## src/aoot_map.vh

```
// Register offsets, field layouts and reset values for the overrange block.
`ifndef AOOT_MAP_VH
`define AOOT_MAP_VH
`define AOOT_OFF_THR 12'h000
`define AOOT_OFF_PLEN 12'h004
`define AOOT_OFF_MODE 12'h008
`define AOOT_OFF_STAT 12'h00c
// Trim registers are word indices; each byte address is four times one.
`define AOOT_IDX_OADJ_A_DUAL_A 10'h344
`define AOOT_IDX_OADJ_A_DUAL_B 10'h345
`define AOOT_IDX_OADJ_A_SNGL_A 10'h346
`define AOOT_IDX_OADJ_A_SNGL_B 10'h347
`define AOOT_IDX_OADJ_B_A 10'h348
`define AOOT_IDX_OADJ_B_B 10'h349
`define AOOT_IDX_OADJ_CTRL 10'h34a
`define AOOT_OFF_OADJ_A_DUAL_A {`AOOT_IDX_OADJ_A_DUAL_A, 2'b00}
`define AOOT_OFF_OADJ_A_DUAL_B {`AOOT_IDX_OADJ_A_DUAL_B, 2'b00}
`define AOOT_OFF_OADJ_A_SNGL_A {`AOOT_IDX_OADJ_A_SNGL_A, 2'b00}
`define AOOT_OFF_OADJ_A_SNGL_B {`AOOT_IDX_OADJ_A_SNGL_B, 2'b00}
`define AOOT_OFF_OADJ_B_A {`AOOT_IDX_OADJ_B_A, 2'b00}
`define AOOT_OFF_OADJ_B_B {`AOOT_IDX_OADJ_B_B, 2'b00}
`define AOOT_OFF_OADJ_CTRL {`AOOT_IDX_OADJ_CTRL, 2'b00}
`define AOOT_THR_HI_LSB 0
`define AOOT_THR_LO_LSB 8
`define AOOT_THR_RST 16'h4072
`define AOOT_THR_HI_RST 7'h72
`define AOOT_THR_LO_RST 7'h40
`define AOOT_PLEN_RST 3'h0
`define AOOT_PLEN_BASE 11'h008
`define AOOT_MODE_SINGLE_BIT 0
`define AOOT_MODE_INPUT_BIT 1
`define AOOT_MODE_FGCAL_BIT 2
`define AOOT_OADJ_RST 8'h00
`endif

```

## src/aoot_top.v

```verilog
// Overrange detector and per-core offset trim registers with APB access.
//
// Summary of operation
// - Each magnitude is compared with two thresholds shared by A and B.
// - A signed 8-bit sample becomes a 7-bit magnitude, -128 giving 127.
// - A flag is set to 1 when any checked magnitude reaches its threshold.
// - Channel A and B flags use separate output pairs, index 0 high.
// - A flag holds 8 to 1024 cycles past the last event, set by 3 bits.
// - Samples are two's complement, negative if the minus leg is higher.
// - Dual mode samples on rising edges; single mode on both edges.
// - Core A has a dual and a single trim per input in one range.
// - Core B has one trim per input used in both modes.
`timescale 1ns/1ps
`default_nettype none
`include "aoot_map.vh"
module aoot_top #(
  parameter CNT_W = 11
) (
  input wire pclk, // APB and device clock
  input wire presetn, // Asynchronous reset, active low
  input wire psel, // APB select
  input wire penable, // APB access phase
  input wire pwrite, // APB write
  input wire [11:0] paddr, // APB byte address
  input wire [31:0] pwdata, // APB write data
  output reg [31:0] prdata, // APB read data
  output wire pready, // APB ready
  output wire pslverr, // APB error
  input wire [7:0] samp_a_rise, // Core sample, first input, rising edge
  input wire [7:0] samp_a_fall, // Core sample, first input, falling edge
  input wire [7:0] samp_b_rise, // Core sample, second input, rising edge
  input wire [7:0] samp_b_fall, // Core sample, second input, falling edge
  output reg chan_a_flag_high, // Channel A high-threshold overrange
  output reg chan_a_flag_low, // Channel A low-threshold overrange
  output reg chan_b_flag_high, // Channel B high-threshold overrange
  output reg chan_b_flag_low, // Channel B low-threshold overrange
  output reg [7:0] core_a_trim_in_a, // Active core A trim for first input
  output reg [7:0] core_a_trim_in_b, // Active core A trim for second input
  output reg [7:0] core_b_trim_in_a, // Core B trim for first input
  output reg [7:0] core_b_trim_in_b // Core B trim for second input
);
  reg [6:0] overrange_threshold_high;
  reg [6:0] overrange_threshold_low;
  reg [2:0] overrange_pulse_length_sel;
  reg single_mode_r;
  reg single_input_r;
  reg fg_cal_r;
  reg [7:0] core_a_offset_trim_dual [0:1];
  reg [7:0] core_a_offset_trim_single [0:1];
  reg [7:0] core_b_offset_trim [0:1];
  wire [3:0] flag_hold;
  reg pready_r;
  wire [3:0] hit;
  wire [6:0] mag_ar, mag_af, mag_br, mag_bf;
  wire [CNT_W-1:0] plen;
  wire wr_en;
  wire rd_en;
  integer i;

  function [6:0] mag7;
    input [7:0] s;
    reg [7:0] n;
    begin
      n = ~s + 8'h01;
      if (s == 8'h80) begin
        mag7 = 7'h7f;
      end else if (s[7]) begin
        mag7 = n[6:0];
      end else begin
        mag7 = s[6:0];
      end
    end
  endfunction

  function hit2;
    input [6:0] m0;
    input [6:0] m1;
    input use1;
    input [6:0] t;
    begin
      hit2 = (m0 >= t) || (use1 && (m1 >= t));
    end
  endfunction

  // Magnitude conversion of signed codes.
  assign mag_ar = mag7(samp_a_rise);
  assign mag_af = mag7(samp_a_fall);
  assign mag_br = mag7(samp_b_rise);
  assign mag_bf = mag7(samp_b_fall);

  // edge selection
  // In single mode core A gets the chosen input on the rising edge and core B
  // the same input on the falling edge; both fall samples are checked.
  assign hit[0] = hit2(mag_ar, mag_af, single_mode_r,
                       overrange_threshold_high);
  assign hit[1] = hit2(mag_ar, mag_af, single_mode_r,
                       overrange_threshold_low);
  assign hit[2] = hit2(mag_br, mag_bf, single_mode_r,
                       overrange_threshold_high);
  assign hit[3] = hit2(mag_br, mag_bf, single_mode_r,
                       overrange_threshold_low);

  assign plen = `AOOT_PLEN_BASE << overrange_pulse_length_sel;

  genvar g;
  generate
    for (g = 0; g < 4; g = g + 1) begin : g_flag
      reg [CNT_W-1:0] cnt_r;
      reg flag_r;
      always @(posedge pclk or negedge presetn) begin
        if (!presetn) begin
          cnt_r <= {CNT_W{1'b0}};
          flag_r <= 1'b0;
        end else if (hit[g]) begin
          cnt_r <= plen - {{(CNT_W-1){1'b0}}, 1'b1};
          flag_r <= 1'b1;
        end else if (cnt_r != {CNT_W{1'b0}}) begin
          cnt_r <= cnt_r - {{(CNT_W-1){1'b0}}, 1'b1};
        end else begin
          flag_r <= 1'b0;
        end
      end
      assign flag_hold[g] = flag_r;
    end
  endgenerate

  always @(posedge pclk or negedge presetn) begin
    if (!presetn) begin
      chan_a_flag_high <= 1'b0;
      chan_a_flag_low <= 1'b0;
      chan_b_flag_high <= 1'b0;
      chan_b_flag_low <= 1'b0;
    end else begin
      chan_a_flag_high <= flag_hold[0];
      chan_a_flag_low <= flag_hold[1];
      chan_b_flag_high <= flag_hold[2];
      chan_b_flag_low <= flag_hold[3];
    end
  end

  // Ready comes from a flop, so it stays low while reset is held.
  always @(posedge pclk or negedge presetn) begin
    if (!presetn) begin
      pready_r <= 1'b0;
    end else begin
      pready_r <= 1'b1;
    end
  end

  assign pready = pready_r;
  assign pslverr = 1'b0;
  assign wr_en = psel && penable && pwrite;
  assign rd_en = psel && !penable && !pwrite;

  always @(posedge pclk or negedge presetn) begin
    if (!presetn) begin
      overrange_threshold_high <= `AOOT_THR_HI_RST;
      overrange_threshold_low <= `AOOT_THR_LO_RST;
      overrange_pulse_length_sel <= `AOOT_PLEN_RST;
      single_mode_r <= 1'b0;
      single_input_r <= 1'b0;
      fg_cal_r <= 1'b1;
      for (i = 0; i < 2; i = i + 1) begin
        core_a_offset_trim_dual[i] <= `AOOT_OADJ_RST;
        core_a_offset_trim_single[i] <= `AOOT_OADJ_RST;
        core_b_offset_trim[i] <= `AOOT_OADJ_RST;
      end
    end else if (wr_en) begin
      case (paddr)
        `AOOT_OFF_THR: begin
          overrange_threshold_high <=
            pwdata[`AOOT_THR_HI_LSB+6:`AOOT_THR_HI_LSB];
          overrange_threshold_low <=
            pwdata[`AOOT_THR_LO_LSB+6:`AOOT_THR_LO_LSB];
        end
        `AOOT_OFF_PLEN: begin
          overrange_pulse_length_sel <= pwdata[2:0];
        end
        `AOOT_OFF_MODE: begin
          single_mode_r <= pwdata[`AOOT_MODE_SINGLE_BIT];
          single_input_r <= pwdata[`AOOT_MODE_INPUT_BIT];
          fg_cal_r <= pwdata[`AOOT_MODE_FGCAL_BIT];
        end
        `AOOT_OFF_OADJ_A_DUAL_A: core_a_offset_trim_dual[0] <= pwdata[7:0];
        `AOOT_OFF_OADJ_A_DUAL_B: core_a_offset_trim_dual[1] <= pwdata[7:0];
        `AOOT_OFF_OADJ_A_SNGL_A: core_a_offset_trim_single[0] <= pwdata[7:0];
        `AOOT_OFF_OADJ_A_SNGL_B: core_a_offset_trim_single[1] <= pwdata[7:0];
        `AOOT_OFF_OADJ_B_A: core_b_offset_trim[0] <= pwdata[7:0];
        `AOOT_OFF_OADJ_B_B: core_b_offset_trim[1] <= pwdata[7:0];
        default: begin
        end
      endcase
    end
  end

  always @(posedge pclk or negedge presetn) begin
    if (!presetn) begin
      prdata <= 32'h0000_0000;
    end else if (rd_en) begin
      case (paddr)
        `AOOT_OFF_THR: prdata <= {17'h0_0000, overrange_threshold_low,
                                  1'b0, overrange_threshold_high};
        `AOOT_OFF_PLEN: prdata <= {29'h0000_0000, overrange_pulse_length_sel};
        `AOOT_OFF_MODE: prdata <= {29'h0000_0000, fg_cal_r, single_input_r,
                                   single_mode_r};
        `AOOT_OFF_STAT: prdata <= {28'h000_0000, flag_hold};
        `AOOT_OFF_OADJ_A_DUAL_A:
          prdata <= {24'h00_0000, core_a_offset_trim_dual[0]};
        `AOOT_OFF_OADJ_A_DUAL_B:
          prdata <= {24'h00_0000, core_a_offset_trim_dual[1]};
        `AOOT_OFF_OADJ_A_SNGL_A:
          prdata <= {24'h00_0000, core_a_offset_trim_single[0]};
        `AOOT_OFF_OADJ_A_SNGL_B:
          prdata <= {24'h00_0000, core_a_offset_trim_single[1]};
        `AOOT_OFF_OADJ_B_A:
          prdata <= {24'h00_0000, core_b_offset_trim[0]};
        `AOOT_OFF_OADJ_B_B:
          prdata <= {24'h00_0000, core_b_offset_trim[1]};
        default: prdata <= 32'h0000_0000;
      endcase
    end
  end

  always @(posedge pclk or negedge presetn) begin
    if (!presetn) begin
      core_a_trim_in_a <= `AOOT_OADJ_RST;
      core_a_trim_in_b <= `AOOT_OADJ_RST;
      core_b_trim_in_a <= `AOOT_OADJ_RST;
      core_b_trim_in_b <= `AOOT_OADJ_RST;
    end else if (fg_cal_r) begin
      core_a_trim_in_a <= single_mode_r ? core_a_offset_trim_single[0]
                                        : core_a_offset_trim_dual[0];
      core_a_trim_in_b <= single_mode_r ? core_a_offset_trim_single[1]
                                        : core_a_offset_trim_dual[1];
      core_b_trim_in_a <= core_b_offset_trim[0];
      core_b_trim_in_b <= core_b_offset_trim[1];
    end else begin
      core_a_trim_in_a <= `AOOT_OADJ_RST;
      core_a_trim_in_b <= `AOOT_OADJ_RST;
      core_b_trim_in_a <= `AOOT_OADJ_RST;
      core_b_trim_in_b <= `AOOT_OADJ_RST;
    end
  end
endmodule
`default_nettype wire

```

## config.mk

```make
export PLATFORM = sky130hd
export DESIGN_NAME = aoot_top
export DESIGN_NICKNAME = d
export VERILOG_FILES = /design/src/aoot_top.v
export VERILOG_INCLUDE_DIRS = /design/src
export SDC_FILE = /design/constraint.sdc
export NUM_CORES = 1
export LEC_CHECK = 0
export ABC_AREA = 1
export BUFFER_PORTS_ARGS = -buffer_cell sky130_fd_sc_hd__buf_2
export CAP_MARGIN = 20
export CELL_PAD_IN_SITES_DETAIL_PLACEMENT = 1
export CELL_PAD_IN_SITES_GLOBAL_PLACEMENT = 1
export CORE_UTILIZATION = 25
export CTS_BUF_LIST = sky130_fd_sc_hd__clkbuf_4 sky130_fd_sc_hd__clkbuf_8
export CTS_CLUSTER_SIZE = 24
export DETAILED_ROUTE_END_ITERATION = 12
export GPL_TIMING_DRIVEN = 0
export PLACE_DENSITY = 0.59
export SYNTH_ARGS = -nofsm -noshare
export SYNTH_HDL_FRONTEND = slang
export SYNTH_SLANG_ARGS = --single-unit
```

## constraint.sdc

```tcl
create_clock -name pclk -period 5.7 [get_ports pclk]
set_input_delay 0.285 -clock pclk [delete_from_list [all_inputs] [get_ports pclk]]
set_output_delay 0.285 -clock pclk [all_outputs]
set_load 0.01 [all_outputs]
```

; ---- Word-level counts from Yosys, hierarchy flattened
; Index checks and enable logic that the tools add are counted.
[totals]
mem_bits_rw = 0
mem_bits_ro = 0
register_bits = 185
inputBits = 81
latch_bits = 0
memories = 0
wordCells = 132
[op_classes]
mux = 31
n_div = 0
reduce_logical = 32
bitwise_logic = 4
eq_ne = 17
n_shift = 1
n_addsub = 9
order_cmp = 8
multipliers = 0
[ops]
columns = cell, count
row1 = 15-bit case mux with 10 select lines, 1
row2 = 11-bit two-way mux, 8
row3 = "12-bit equality test, second input constant", 6
row4 = 7-bit greater-or-equal comparator, 8
row5 = 7-bit two-way mux, 8
row6 = "11-bit by 1-bit subtractor with 11-bit output, second input constant", 5
row7 = 8-bit two-way mux, 6
row8 = 11-bit nonzero test, 4
row9 = "8-bit equality test, second input constant", 4
row10 = "7-bit by 1-bit adder with 7-bit output, second input constant", 4
row11 = 7-bit inverter, 4
row12 = "12-bit by 4-bit equality test with 1-bit output, second input constant", 2
row13 = 2-bit AND reduction, 9
row14 = "12-bit by 3-bit equality test with 1-bit output, second input constant", 1
row15 = 12-bit logical NOT, 1
row16 = "4-bit by 3-bit left shift with 11-bit output, first input constant", 1
row17 = 1-bit logical AND, 8
row18 = 1-bit two-way mux, 8
row19 = "2-bit != test, second input constant", 4
row20 = 2-bit nonzero test, 4
row21 = 1-bit logical OR, 4
row22 = 1-bit logical NOT, 2

; ---- Logic depth before layout (Yosys ltp)
; Gate-level depths: netlist (run 1).
[depth]
depth_word = 8
mapped_depth = 19
ltp_nobuf = 18

; ---- Worst setup path after synthesis (run 1)
; OpenSTA, ideal clock, no wires.
[synth_path]
kind = input-to-reg
from = input samp_a_fall[1]
to = register g_flag[0].cnt_r[1]
required_time_ns = 5.583
setup_time_ns = 0.117
n_path_buf = 1
t_arrival_ns = 2.202
path_slack_ns = 3.381
stages = 18
path_cell_list = inv_1 ha_1 inv_1 nor3_1 nand2_1 nor2_1 inv_1 o211ai_1 ha_1 nand2_1 nor2_1 o21ai_0 nand3_1 nand2_1 clkbuf_1 nand3_1 nand2_1 nand2_1
[synth_via]
elab_chain_cells = 8
word_cells_on_any_way = 10
classes_between = 1 x add/sub / 1 x order compare / 1 x eq/ne / 3 x mux / 1 x bitwise / 3 x reduce/logical
[synth_lines]
columns = item, line
row1 = from (decl), aoot_top.v:30  ; input wire [7:0] samp_a_fall,
row2 = 7-bit inverter, aoot_top.v:64  ; n = ~s + 8'h01;
row3 = 7-bit by 1-bit adder with 7-bit output, aoot_top.v:64
row4 = 7-bit two-way mux, aoot_top.v:67  ; end else if (s[7]) begin
row5 = 7-bit two-way mux (*), aoot_top.v:65  ; if (s == 8'h80) begin
row6 = 7-bit greater-or-equal comparator (*), aoot_top.v:81  ; hit2 = (m0 >= t) || (use1 && (m1 >= t));
row7 = 1-bit logical AND (*), aoot_top.v:81
row8 = 1-bit logical OR (*), aoot_top.v:81
row9 = 11-bit two-way mux or 2-bit nonzero test (tied branches), --
row10 = to (signal assigned), aoot_top.v:112  ; cnt_r <= {CNT_W{1'b0}};
row11 = to (signal assigned), aoot_top.v:115  ; cnt_r <= plen - {{(CNT_W-1){1'b0}}, 1'b1};
row12 = to (signal assigned), aoot_top.v:118  ; cnt_r <= cnt_r - {{(CNT_W-1){1'b0}}, 1'b1};
row13 = to (decl), aoot_top.v:108  ; reg [CNT_W-1:0] cnt_r;
; Every way passes the cells marked *; elsewhere a longest branch is shown, timed or not.
; A chain may end at the register's enable or synchronous reset.

; ---- Worst setup path in the final report (run 1)
[layout_path]
from = input samp_b_rise[1]
to = register g_flag[2].cnt_r[2]
[layout_via]
elab_chain_cells = 7
word_cells_on_any_way = 9
classes_between = 1 x add/sub / 1 x order compare / 1 x eq/ne / 3 x mux / 1 x bitwise / 2 x reduce/logical
[layout_lines]
columns = item, line
row1 = from (decl), aoot_top.v:31  ; input wire [7:0] samp_b_rise,
row2 = 7-bit inverter, aoot_top.v:64
row3 = 7-bit by 1-bit adder with 7-bit output, aoot_top.v:64
row4 = 7-bit two-way mux, aoot_top.v:67
row5 = 7-bit two-way mux (*), aoot_top.v:65
row6 = 7-bit greater-or-equal comparator (*), aoot_top.v:81
row7 = 1-bit logical OR (*), aoot_top.v:81
row8 = 11-bit two-way mux or 2-bit nonzero test (tied branches), --
row9 = to (signal assigned), aoot_top.v:112
row10 = to (signal assigned), aoot_top.v:115
row11 = to (signal assigned), aoot_top.v:118
row12 = to (decl), aoot_top.v:108
; Marks and branches as above.

==> flow_summary.json, run 1 <==
{
  "timing.critical_path.depth": 17,
  "met1_wire_length_um": 15000,
  "synth.largest_area_cell": "dfrtp_1",
  "ys_async_sr_fraction_pct": 100,
  "final_max_slew_viol_count": 0,
  "finalHoldViolations": 0,
  "setup_viol_count_final": 0,
  "synth-warning-count": 0,
  "die_height_um": 205,
  "n_antenna_cell": 0,
  "area.growth.synth_to_final_pct": 17.4,
  "peakVddDrop_v": 0.000137,
  "via_count_of_the_first_global_routing_pass": 9742,
  "floorplan.die.width_um": 205,
  "finalCriticalPeriod_ps": 2650,
  "cp_delay_by_family_top": "simple AND/OR/NAND/NOR gates",
  "max_slew.worst_pin.slew_ps": 715,
  "num_io_pins": 151,
  "skew_ps": 17.5,
  "grt_overflow": 0,
  "cellLeakagePower_nw": 6.40,
  "max_cap_viol_count": 0,
  "cp.buffers_inverters": 4,
  "worst_setup_hold_path_clk_slew_ps": 100,
  "grt_setup_unrepaired": "false",
  "endpoint_kind": "register",
  "nFillCells": 5010,
  "power.total_w": 0.00299,
  "fin_ws_ps": 3050,
  "worstHoldStart": "pwdata[8]",
  "fmaxAchievable_ghz": 0.378,
  "rr_startpoint": "overrange_threshold_high[6]",
  "drt-initial-drc-count": 403,
  "initial_core_util_pct": 25.3,
  "synth_enable_flop_cells": 0,
  "cpMostUsedCell": "nand2_1",
  "ys_top_cells_by_area": "dfrtp_1 (39%), nand2_1 (13%), ha_1 (7.9%)",
  "post-route-cell-area_mm2": 0.0121,
  "clk_root_buffer_cell": "clkbuf_8",
  "ant_nets": 0,
  "cts_max_path_buffers": 2,
  "crit_arrival_ps": 3030,
  "ff2ff_setup_slack_ps": 3160,
  "min_path_type": "in2reg",
  "post_cts_resize_count": 0,
  "slowest_stage": "nor2_1",
  "final_min_period_over_clock_period_pct": 46.4,
  "post_dp_hpwl_um": 25400,
  "mappedNetlistArea_mm2": 0.0103,
  "drc": 0,
  "placement.io_buffers": 115,
  "cts_max_level": 4,
  "place_congestion": 0.812,
  "synth-main-ff-cell": "dfrtp_1",
  "met3WireLength_um": 730,
  "regToRegEndpoint": "g_flag[2].cnt_r[2]",
  "cpPeakStageDelay_ps": 410,
  "placement.cell_area_mm2": 0.0117,
  "core_mm2": 0.0407,
  "syn_area_cell_um2": 7.83,
  "tns_ps": 0,
  "dpl_worst_slack_ps": 2480,
  "worst-endpoint-required_ps": 6080,
  "clock_insertion_delay_worst_skew_ps": 490,
  "maximum_number_of_pins_on_one_net_before_global_route_repair": 90,
  "crit_chain": "buf_2, inv_1, ha_1, inv_1, nor3_1, nand2_1, nor2_1, inv_1, nand2_1, ha_1, a21oi_1, o21ai_0, nand2_1, nand2_1, nor2_1, nand2_1, o21a_1",
  "vias": 9291,
  "synth_seq_cells": 168,
  "top_signal_layer_used": "met4",
  "numnets_final": 1617,
  "slew_headroom_pct": 52.3,
  "drt_first_pass_iters": 4,
  "fp.dieArea_mm2": 0.0421,
  "avgViaCountPerCell": 4.61,
  "cts_tree": "yes",
  "antenna_found_initial": 0,
  "worstRegToRegCells": 8,
  "path_class": "in2reg",
  "worst_setup_path_start_kind": "input pin",
  "cts.sink_count": 168,
  "synthCells": 1318,
  "drive_gt1_share_pct": 17.1,
  "hold_ws_ps": 44.3,
  "netlist.area_leader.share_pct": 39.3,
  "fp-row-count": 74,
  "cts_inserted_buffers": 17,
  "grtUsageTotal_pct": 16.4,
  "routed_wire_length_per_instance_um": 16.4,
  "run_status": "complete, no violations",
  "detail_route.wirelength_um": 33000,
  "maximum_fanout_along_the_worst_path": 10,
  "synth_sequential_area_ratio_pct": 40.8,
  "endpoint": "g_flag[2].cnt_r[2]",
  "startpoint": "samp_b_rise[1]",
  "wire_length_of_the_first_global_routing_pass_um": 52900,
  "dr_wl_met2_um": 16600,
  "yosysUniqueCellTypes": 43,
  "power.density_mw_per_mm2": 247
}
[cell usage in the layout (no fill, tap or decap), types with 12 or more instances in the layout]
cell type / count
nand2_1: 365
dfrtp_1: 162
nor2_1: 143
inv_1: 124
buf_2: 124
nand3_1: 90
ha_1: 65
o21ai_0: 59
nand4_1: 45
xor2_1: 26
a21oi_1: 25
o21ai_1: 25
buf_4: 20
xnor2_1: 20
conb_1: 19
clkbuf_8: 17
o21ai_2: 14
nor3_1: 12
[worst register-to-register path, stage by stage (launching register included)]
cell	delay (ps)
dfstp_2	570
inv_1	140
ha_1	340
a21oi_1	160
o21a_1	140
nand2_1	50
nor2_1	410
nand2_1	360
o21a_1	270
[metal layers]
layer  vias to the layer above  global-route usage [%]
met2                       120                    28.7
met5                         -                       0
met1                      4586                    20.9
met4                         0                    5.11
li1                       4547                       -
met3                        38                    2.03
[cells in the mapped netlist, types with 3 or more instances]
library cell    n
nand3b_1        6
buf_6           7
nand3_1        90
nand2_1       365
nor2_1        143
nor2_4          9
xnor2_1        20
a21oi_2         7
dfstp_2         6
nor3b_1         3
nor3_1         12
nor2_8          3
nor2_2          5
o211ai_1        5
nand2_4         3
o21ai_1        25
inv_2           4
buf_4          20
ha_1           65
o21ai_0        59
o31ai_1         7
nand4_1        45
clkbuf_1       11
nand2_2         7
or2_2           4
buf_2          10
a21oi_1        25
o21a_1          7
dfrtp_1       162
inv_1         124
xor2_1         26
o21ai_2        14
[layout make-up]
type	count	area, µm²	area share, %
plain buffers	48	320	2.64
clock buffers	17	234	1.93
clock inverters	14	210	1.73
inverters	131	493	4.07
multi-input cells	988	5360	44.2
flip-flops and latches	168	4210	34.7
well taps	532	666	5.49
repair buffers	117	623	5.14
[timing repair]
action	CTS	global route
setup buffers	0	0
hold endpoints to repair	82	0
hold buffers	1	0
[through the flow]
stage / std cells / util [%]
2_1_floorplan: 1335 / -
3_3_place_gp: 1982 / 28.5
3_5_place_dp: 1983 / 28.6
4_1_cts: 2015 / 29.8
5_1_grt: 2015 / 29.8
6_report: 2015 / 29.8
[registers in the layout (all words and copies together), names as in the netlist]
name / cells
overrange_threshold_low: 7
pready: 1
overrange_threshold_high: 7
core_b_trim_in_b: 8
core_a_trim_in_a: 8
single_mode_r: 1
core_a_offset_trim_dual: 16
prdata: 15
chan_a_flag_low: 1
fg_cal_r: 1
core_a_offset_trim_single: 16
g_flag.cnt_r: 44
overrange_pulse_length_sel: 3
core_b_offset_trim: 16
core_b_trim_in_a: 8
chan_b_flag_low: 1
core_a_trim_in_b: 8
chan_a_flag_high: 1
g_flag.flag_r: 4
single_input_r: 1
chan_b_flag_high: 1
[power breakdown]
part / total [W] / switching, W / internal, W
sequential: 0.00139 / 0.0000961 / 0.00130
clock: 0.00100 / 0.000514 / 0.000488
combinational: 0.000596 / 0.000360 / 0.000235
total: 0.00299 / 0.000970 / 0.00202
[logic make-up (layout without fill, tap and decap cells)]
kind of cell	after synthesis	after routing	share of synthesized area (%)
AOI/OAI and AO/OA	153	153	8.74
xor gates and xnor gates	46	46	3.90
adders and majority gates	65	65	7.88
buffers and inverters	179	327	7.88
DFF	168	168	40.8
other	2	19	0.0727
and+or+nand+nor	705	705	30.7
[how the worst min path moves through the flow]
stage	cells past startpoint	slack, ps	endpoint
floorplan	0	-10	chan_a_flag_high
global placement	2	460	prdata[4]
detailed placement	1	350	core_b_trim_in_b[1]
CTS	3	20	overrange_threshold_low[0]
global route	3	40	overrange_threshold_low[0]
finish	3	40	overrange_threshold_low[0]
Note: power is estimated with default switching activity, not from simulation.
==> run 2: changes to the inputs <==
PLACE_DENSITY = 0.61   (was 0.59)
clock period = 2.3 ns   (was 5.7 ns; I/O delays follow)
==> run 2 against run 1 <==
Against the previous run:
- worst setup slack lost 3000 ps
- global-route usage increased by 0.39 points
- wire length increased by 4.1%
- sequential power is 150% higher
- sequential cell count did not move
- clock skew is essentially flat
- die area unchanged
- register-to-register slack lost 3100 ps
- utilization rose by 0.98 points
- clock power up 110%
- non-clock buffer count rose by 21
- critical path type is now reg2reg
- largest cell class unchanged
==> flow_summary.json, run 2 (synthesis gave the netlist of run 1 again) <==
{
  "slew_headroom_pct": 50.3,
  "top_reg_by_flops": "g_flag.cnt_r",
  "detail_route.wirelength_um": 34300,
  "clock_insertion_delay_worst_skew_ps": 480,
  "fin_util_pct": 30.7,
  "num_io_pins": 151,
  "worst_setup_path_start_kind": "register",
  "min_path_type": "in2reg",
  "floorplan.die.width_um": 205,
  "ant_nets": 0,
  "power.density_mw_per_mm2": 568,
  "post_dp_hpwl_um": 25800,
  "placed_instances": 1983,
  "share_comb_of_total_power_pct": 21.7,
  "wire_length_of_the_first_global_routing_pass_um": 53900,
  "numnets_final": 1638,
  "power.internal_w": 0.00473,
  "mostFrequentLayoutCell": "nand2_1",
  "skew_ps": 17.4,
  "pwr-share-seq_pct": 48.5,
  "finalCriticalPeriod_ps": 2260,
  "via_count_of_the_first_global_routing_pass": 9710,
  "vias": 9393,
  "worst_setup_hold_path_clk_slew_ps": 100,
  "cpPeakStageDelay_ps": 570,
  "placement.io_buffers": 115,
  "endpoint_kind": "register",
  "cts_tree": "yes",
  "most-common-layout-cells": "nand2_1 (351), dfrtp_1 (162), nor2_1 (138)",
  "drt_first_pass_iters": 5,
  "cts.sink_count": 168,
  "final_min_period_over_clock_period_pct": 98.3,
  "drive_gt1_share_pct": 20.3,
  "path_class": "reg2reg",
  "final_max_slew_viol_count": 0,
  "grt_overflow": 0,
  "grt_setup_unrepaired": "true",
  "worstHoldPathCells": 3,
  "max_cap_viol_count": 0,
  "max_slew.worst_pin.slew_ps": 738,
  "fin_cells": 2037,
  "grtUsageTotal_pct": 16.8,
  "finalHoldViolations": 0,
  "slowest_stage": "dfstp_2",
  "die_height_um": 205,
  "peakVddDrop_v": 0.000342,
  "fmaxAchievable_ghz": 0.442,
  "maximum_number_of_pins_on_one_net_before_global_route_repair": 97,
  "cts_inserted_buffers": 17,
  "netSwitchingFraction_pct": 33.4,
  "avgViaCountPerCell": 4.61,
  "dr_wl_met2_um": 17100,
  "clk_root_buffer_cell": "clkbuf_8",
  "area.growth.synth_to_final_pct": 21.3,
  "ff2ff_setup_slack_ps": 40,
  "cts_max_level": 4,
  "cpMostUsedCell": "o21a_1",
  "worstRegToRegCells": 9,
  "n_antenna_cell": 0,
  "share_clk_of_total_power_pct": 29.8,
  "switchingPower_w": 0.00238,
  "antenna_found_initial": 0,
  "dpl_worst_slack_ps": -839,
  "crit_chain": "inv_1, ha_1, a21oi_1, o21a_1, nand2_1, nor2_4, buf_4, nand3_1, o21a_1",
  "top_signal_layer_used": "met4",
  "cellLeakagePower_nw": 6.54,
  "crit_arrival_ps": 2630,
  "routed_wire_length_per_instance_um": 16.9,
  "flip_flop_count_of_the_largest_register_all_copies_and_words_added": 44,
  "maximum_fanout_along_the_worst_path": 4,
  "drc": 0,
  "fp.dieArea_mm2": 0.0421,
  "core_mm2": 0.0407,
  "drt-initial-drc-count": 397,
  "fp-row-count": 74,
  "met3WireLength_um": 791,
  "initial_core_util_pct": 25.3,
  "run_status": "complete, no violations",
  "fin_ws_ps": 38.8,
  "met1_wire_length_um": 15900,
  "setup_viol_count_final": 0,
  "worst-endpoint-required_ps": 2670,
  "place_congestion": 0.828,
  "cts_max_path_buffers": 2
}
==> run 2: metal layers <==
layer  track usage, %  vias up
li1                 -     4600
met3             2.00       27
met2             29.2      127
met5                0        -
met1             22.0     4639
met4             4.10        0
==> run 2: layout make-up <==
type                       count  area (µm²)
tap                          532         666
clock buffer                  19         249
sequential                   168        4210
multi-input combinational    988        5560
inverter                     131         497
clock inverter                13         121
fill                        4995       28200
buffer                        47         358
timing repair buffer         139         863
==> run 2: worst paths after layout <==
kind | end | start
worst max-delay path | g_flag[2].cnt_r[2] | overrange_threshold_high[4]
worst min-delay path | core_b_offset_trim[7] | pwdata[7]
worst max register to register | g_flag[2].cnt_r[2] | overrange_threshold_high[4]
worst min register to register | chan_b_flag_high | g_flag[2].flag_r
max in group asynchronous | g_flag[1].cnt_r[10] | presetn
min in group asynchronous | core_a_trim_in_a[6] | presetn
==> run 2: metrics by stage <==
| stage | cell area [µm²] | total power [W] | TNS [ps] | hold WS (ps) |
|---|---|---|---|---|
| global route | 12500 | 0.00757 | -336 | 16.3 |
| finish | 12500 | 0.00711 | 0 | 55.4 |
| CTS | 12200 | 0.00716 | 0 | 12.9 |
| floorplan | 10400 | 0.00448 | 0 | -181 |
| detailed placement | 11700 | 0.00499 | -25890 | 139 |
| global placement | 11600 | 0.00493 | -310870 | 361 |
==> run 2: timing repair <==
action | in CTS | in global routing
hold buffers | 11 | 0
pin swaps | 0 | 13
setup buffers | 0 | 12
endpoints found under the hold margin | 80 | 0
resized for setup | 12 | 57
endpoints found under the setup margin | 38 | 47
==> run 2: critical path: cells and delay by family, from the launching register on <==
kind	cells	cell delay [ps]
flops	1	570
fa+ha+maj	1	370
simple gates	3	450
buf+inv	2	350
compound gates	3	430
==> run 2: power by group through the flow <==
stage	Clock (W)	Sequential, W	Combinational, W
finish	0.00212	0.00344	0.00154
global route	0.00230	0.00348	0.00179
CTS	0.00219	0.00345	0.00152
detailed placement	0	0.00350	0.00149
global placement	0	0.00350	0.00143
floorplan	0	0.00344	0.00104
==> run 3: changes to the inputs <==
PLACE_DENSITY = 0.59   (was 0.61)
RECOVER_POWER = 25   (was unset)
==> run 3 against run 2 <==
Against the previous run:
- critical path depth is 1 higher
- sequential power barely moved
- clock skew hardly changed
- clock-buffer cell count fell by 2
- critical endpoint is now g_flag[0].cnt_r[0]
- worst setup slack improved by 55 ps
- non-clock buffer count is 3 lower
- largest cell class unchanged
- global-route usage decreased by 0.32 points
- utilization about the same
- sequential cell count did not move
- register-to-register slack better by 50 ps
- first-iteration DRC count decreased by 6.3%
- highest routed layer unchanged
- sequential share of layout area is essentially flat
==> flow_summary.json, run 3 (synthesis gave the netlist of run 1 again) <==
{
  "max_slew.worst_pin.slew_ps": 1310,
  "ff2ff_setup_slack_ps": 90,
  "vias": 9366,
  "fin_cells": 2033,
  "num_io_pins": 151,
  "hold_ws_ps": 11.6,
  "area.growth.synth_to_final_pct": 21.1,
  "worst_setup_path_start_kind": "register",
  "placement.cell_area_mm2": 0.0117,
  "detail_route.wirelength_um": 33500,
  "most-common-layout-cells": "nand2_1 (356), dfrtp_1 (162), nor2_1 (137)",
  "skew_ps": 17.5,
  "flip_flop_count_of_the_largest_register_all_copies_and_words_added": 44,
  "slowest_stage": "dfstp_2",
  "power.density_mw_per_mm2": 598,
  "path_class": "reg2reg",
  "drt_first_pass_iters": 4,
  "maximum_fanout_along_the_worst_path": 10,
  "grtUsageTotal_pct": 16.5,
  "ant_nets": 0,
  "cts.sink_count": 168,
  "endpoint_kind": "register",
  "top_reg_by_flops": "g_flag.cnt_r",
  "crit_chain": "clkinvlp_4, ha_1, a21oi_1, o21a_1, nand2_1, nor2_4, buf_4, nand3_1, nand2_1, nand2_1",
  "floorplan.die.width_um": 205,
  "post_dp_hpwl_um": 25400,
  "placed_instances": 1983,
  "drt-initial-drc-count": 372,
  "final_max_slew_viol_count": 0,
  "n_antenna_cell": 0,
  "antenna_found_initial": 0,
  "place_congestion": 0.812,
  "mostFrequentLayoutCell": "nand2_1",
  "wire_length_of_the_first_global_routing_pass_um": 53100,
  "die_height_um": 205,
  "clock_insertion_delay_worst_skew_ps": 490,
  "placement.io_buffers": 115,
  "rr_startpoint": "overrange_threshold_high[4]",
  "worstRegToRegCells": 10,
  "fp-row-count": 74,
  "via_count_of_the_first_global_routing_pass": 9806,
  "cpMostUsedCell": "nand2_1",
  "startpoint": "overrange_threshold_high[4]",
  "max_cap_viol_count": 0,
  "regToRegEndpoint": "g_flag[0].cnt_r[0]",
  "worst-endpoint-required_ps": 2690,
  "avgViaCountPerCell": 4.61,
  "finalCriticalPeriod_ps": 2210,
  "timing.critical_path.depth": 10,
  "power.total_w": 0.00747,
  "cellLeakagePower_nw": 6.51,
  "cp_delay_by_family_top": "flip-flops",
  "slew_headroom_pct": 12.5,
  "setup_viol_count_final": 0,
  "min_path_type": "in2reg",
  "final_min_period_over_clock_period_pct": 95.9,
  "maximum_number_of_pins_on_one_net_before_global_route_repair": 90,
  "worst_setup_hold_path_clk_slew_ps": 100,
  "fp.dieArea_mm2": 0.0421,
  "cp.buffers_inverters": 2,
  "cts_max_level": 4,
  "grt_overflow": 0,
  "crit_arrival_ps": 2590,
  "cpPeakStageDelay_ps": 580,
  "clk_root_buffer_cell": "clkbuf_8",
  "grt_setup_unrepaired": "true",
  "cts_inserted_buffers": 17,
  "post-route-cell-area_mm2": 0.0125,
  "endpoint": "g_flag[0].cnt_r[0]",
  "drive_gt1_share_pct": 19.3,
  "cts_max_path_buffers": 2,
  "finalHoldViolations": 0,
  "initial_core_util_pct": 25.3,
  "fmaxAchievable_ghz": 0.453,
  "core_mm2": 0.0407,
  "run_status": "complete, no violations",
  "routed_wire_length_per_instance_um": 16.5,
  "peakVddDrop_v": 0.000341,
  "numnets_final": 1635,
  "drc": 0,
  "cts_tree": "yes"
}
## run 3: cell types whose count changed in the layout (fill, tap and decap cells not counted), moves of 2 or more
cell | previous run | this run
a21oi_2 | 11 | 8
a21oi_1 | 21 | 24
nor3b_2 | 2 | 0
nand2_2 | 17 | 12
buf_12 | 4 | 2
inv_8 | 1 | 3
nor3b_1 | 1 | 3
clkbuf_1 | 8 | 10
clkinv_2 | 5 | 2
nand2_1 | 351 | 356
nand3_2 | 4 | 1
bufinv_16 | 1 | 4
nand3_1 | 87 | 90
## run 3: worst min-delay path by stage
| stage | startpoint | to | slack, ps | depth (start not counted) |
|---|---|---|---|---|
| floorplan | presetn | chan_a_flag_high | -180 | 0 |
| global placement | pwdata[8] | overrange_threshold_low[0] | 370 | 3 |
| detailed placement | presetn | core_b_trim_in_b[1] | 180 | 1 |
| CTS | pwdata[7] | core_b_offset_trim[15] | 1 | 3 |
| global route | pwdata[7] | core_b_offset_trim[7] | 30 | 3 |
| finish | pwdata[7] | core_a_offset_trim_dual[7] | 10 | 3 |
## run 3: area by class of cell
cell class | instances | area (µm²)
Buffer | 47 | 354
Clock buffer | 17 | 234
Timing Repair Buffer | 136 | 803
Multi-Input combinational cell | 988 | 5530
Inverter | 131 | 500
Tap cell | 532 | 666
Clock inverter | 14 | 210
Sequential cell | 168 | 4210
Fill cell | 4987 | 28200
## run 3: repair_timing
action	4_1_cts	5_1_grt
hold buffers	11	0
resized for setup	12	46
buffers inserted	0	7
pin swaps	0	2
setup endpoints to repair	37	47
gates cloned	0	2
endpoints found under the hold margin	99	0
## run 3: worst reg2reg max path, stage by stage (launching register included)
cell	delay, ps
dfstp_2	580
clkinvlp_4	220
ha_1	380
a21oi_1	150
o21a_1	120
nand2_1	80
nor2_4	170
buf_4	210
nand3_1	90
nand2_1	70
nand2_1	50
## run 3: power breakdown
| group | switching, W | internal, W |
|---|---|---|
| sequential | 0.000239 | 0.00321 |
| clock | 0.00127 | 0.00121 |
| combinational | 0.000918 | 0.000622 |
| total | 0.00243 | 0.00505 |
## run 3: stage by stage
stage / worst slack [ps] / setup TNS, ps / utilization, %
global placement: -1790 / -312920 / 28.5
detailed placement: -750 / -25450 / 28.6
global route: -27.1 / -74.7 / 30.7
finish: 93.4 / 0 / 30.7
floorplan: 151 / 0 / -
CTS: 21.1 / 0 / 30.1
## run 3: routing by layer
layer  global-route usage (%)  wire length [µm]  share of wire, %
met5                        0                 0                 0
met4                     5.11               716               2.1
met3                     2.01               657               2.0
met2                     28.9             16900                50
met1                     20.9             15200                45
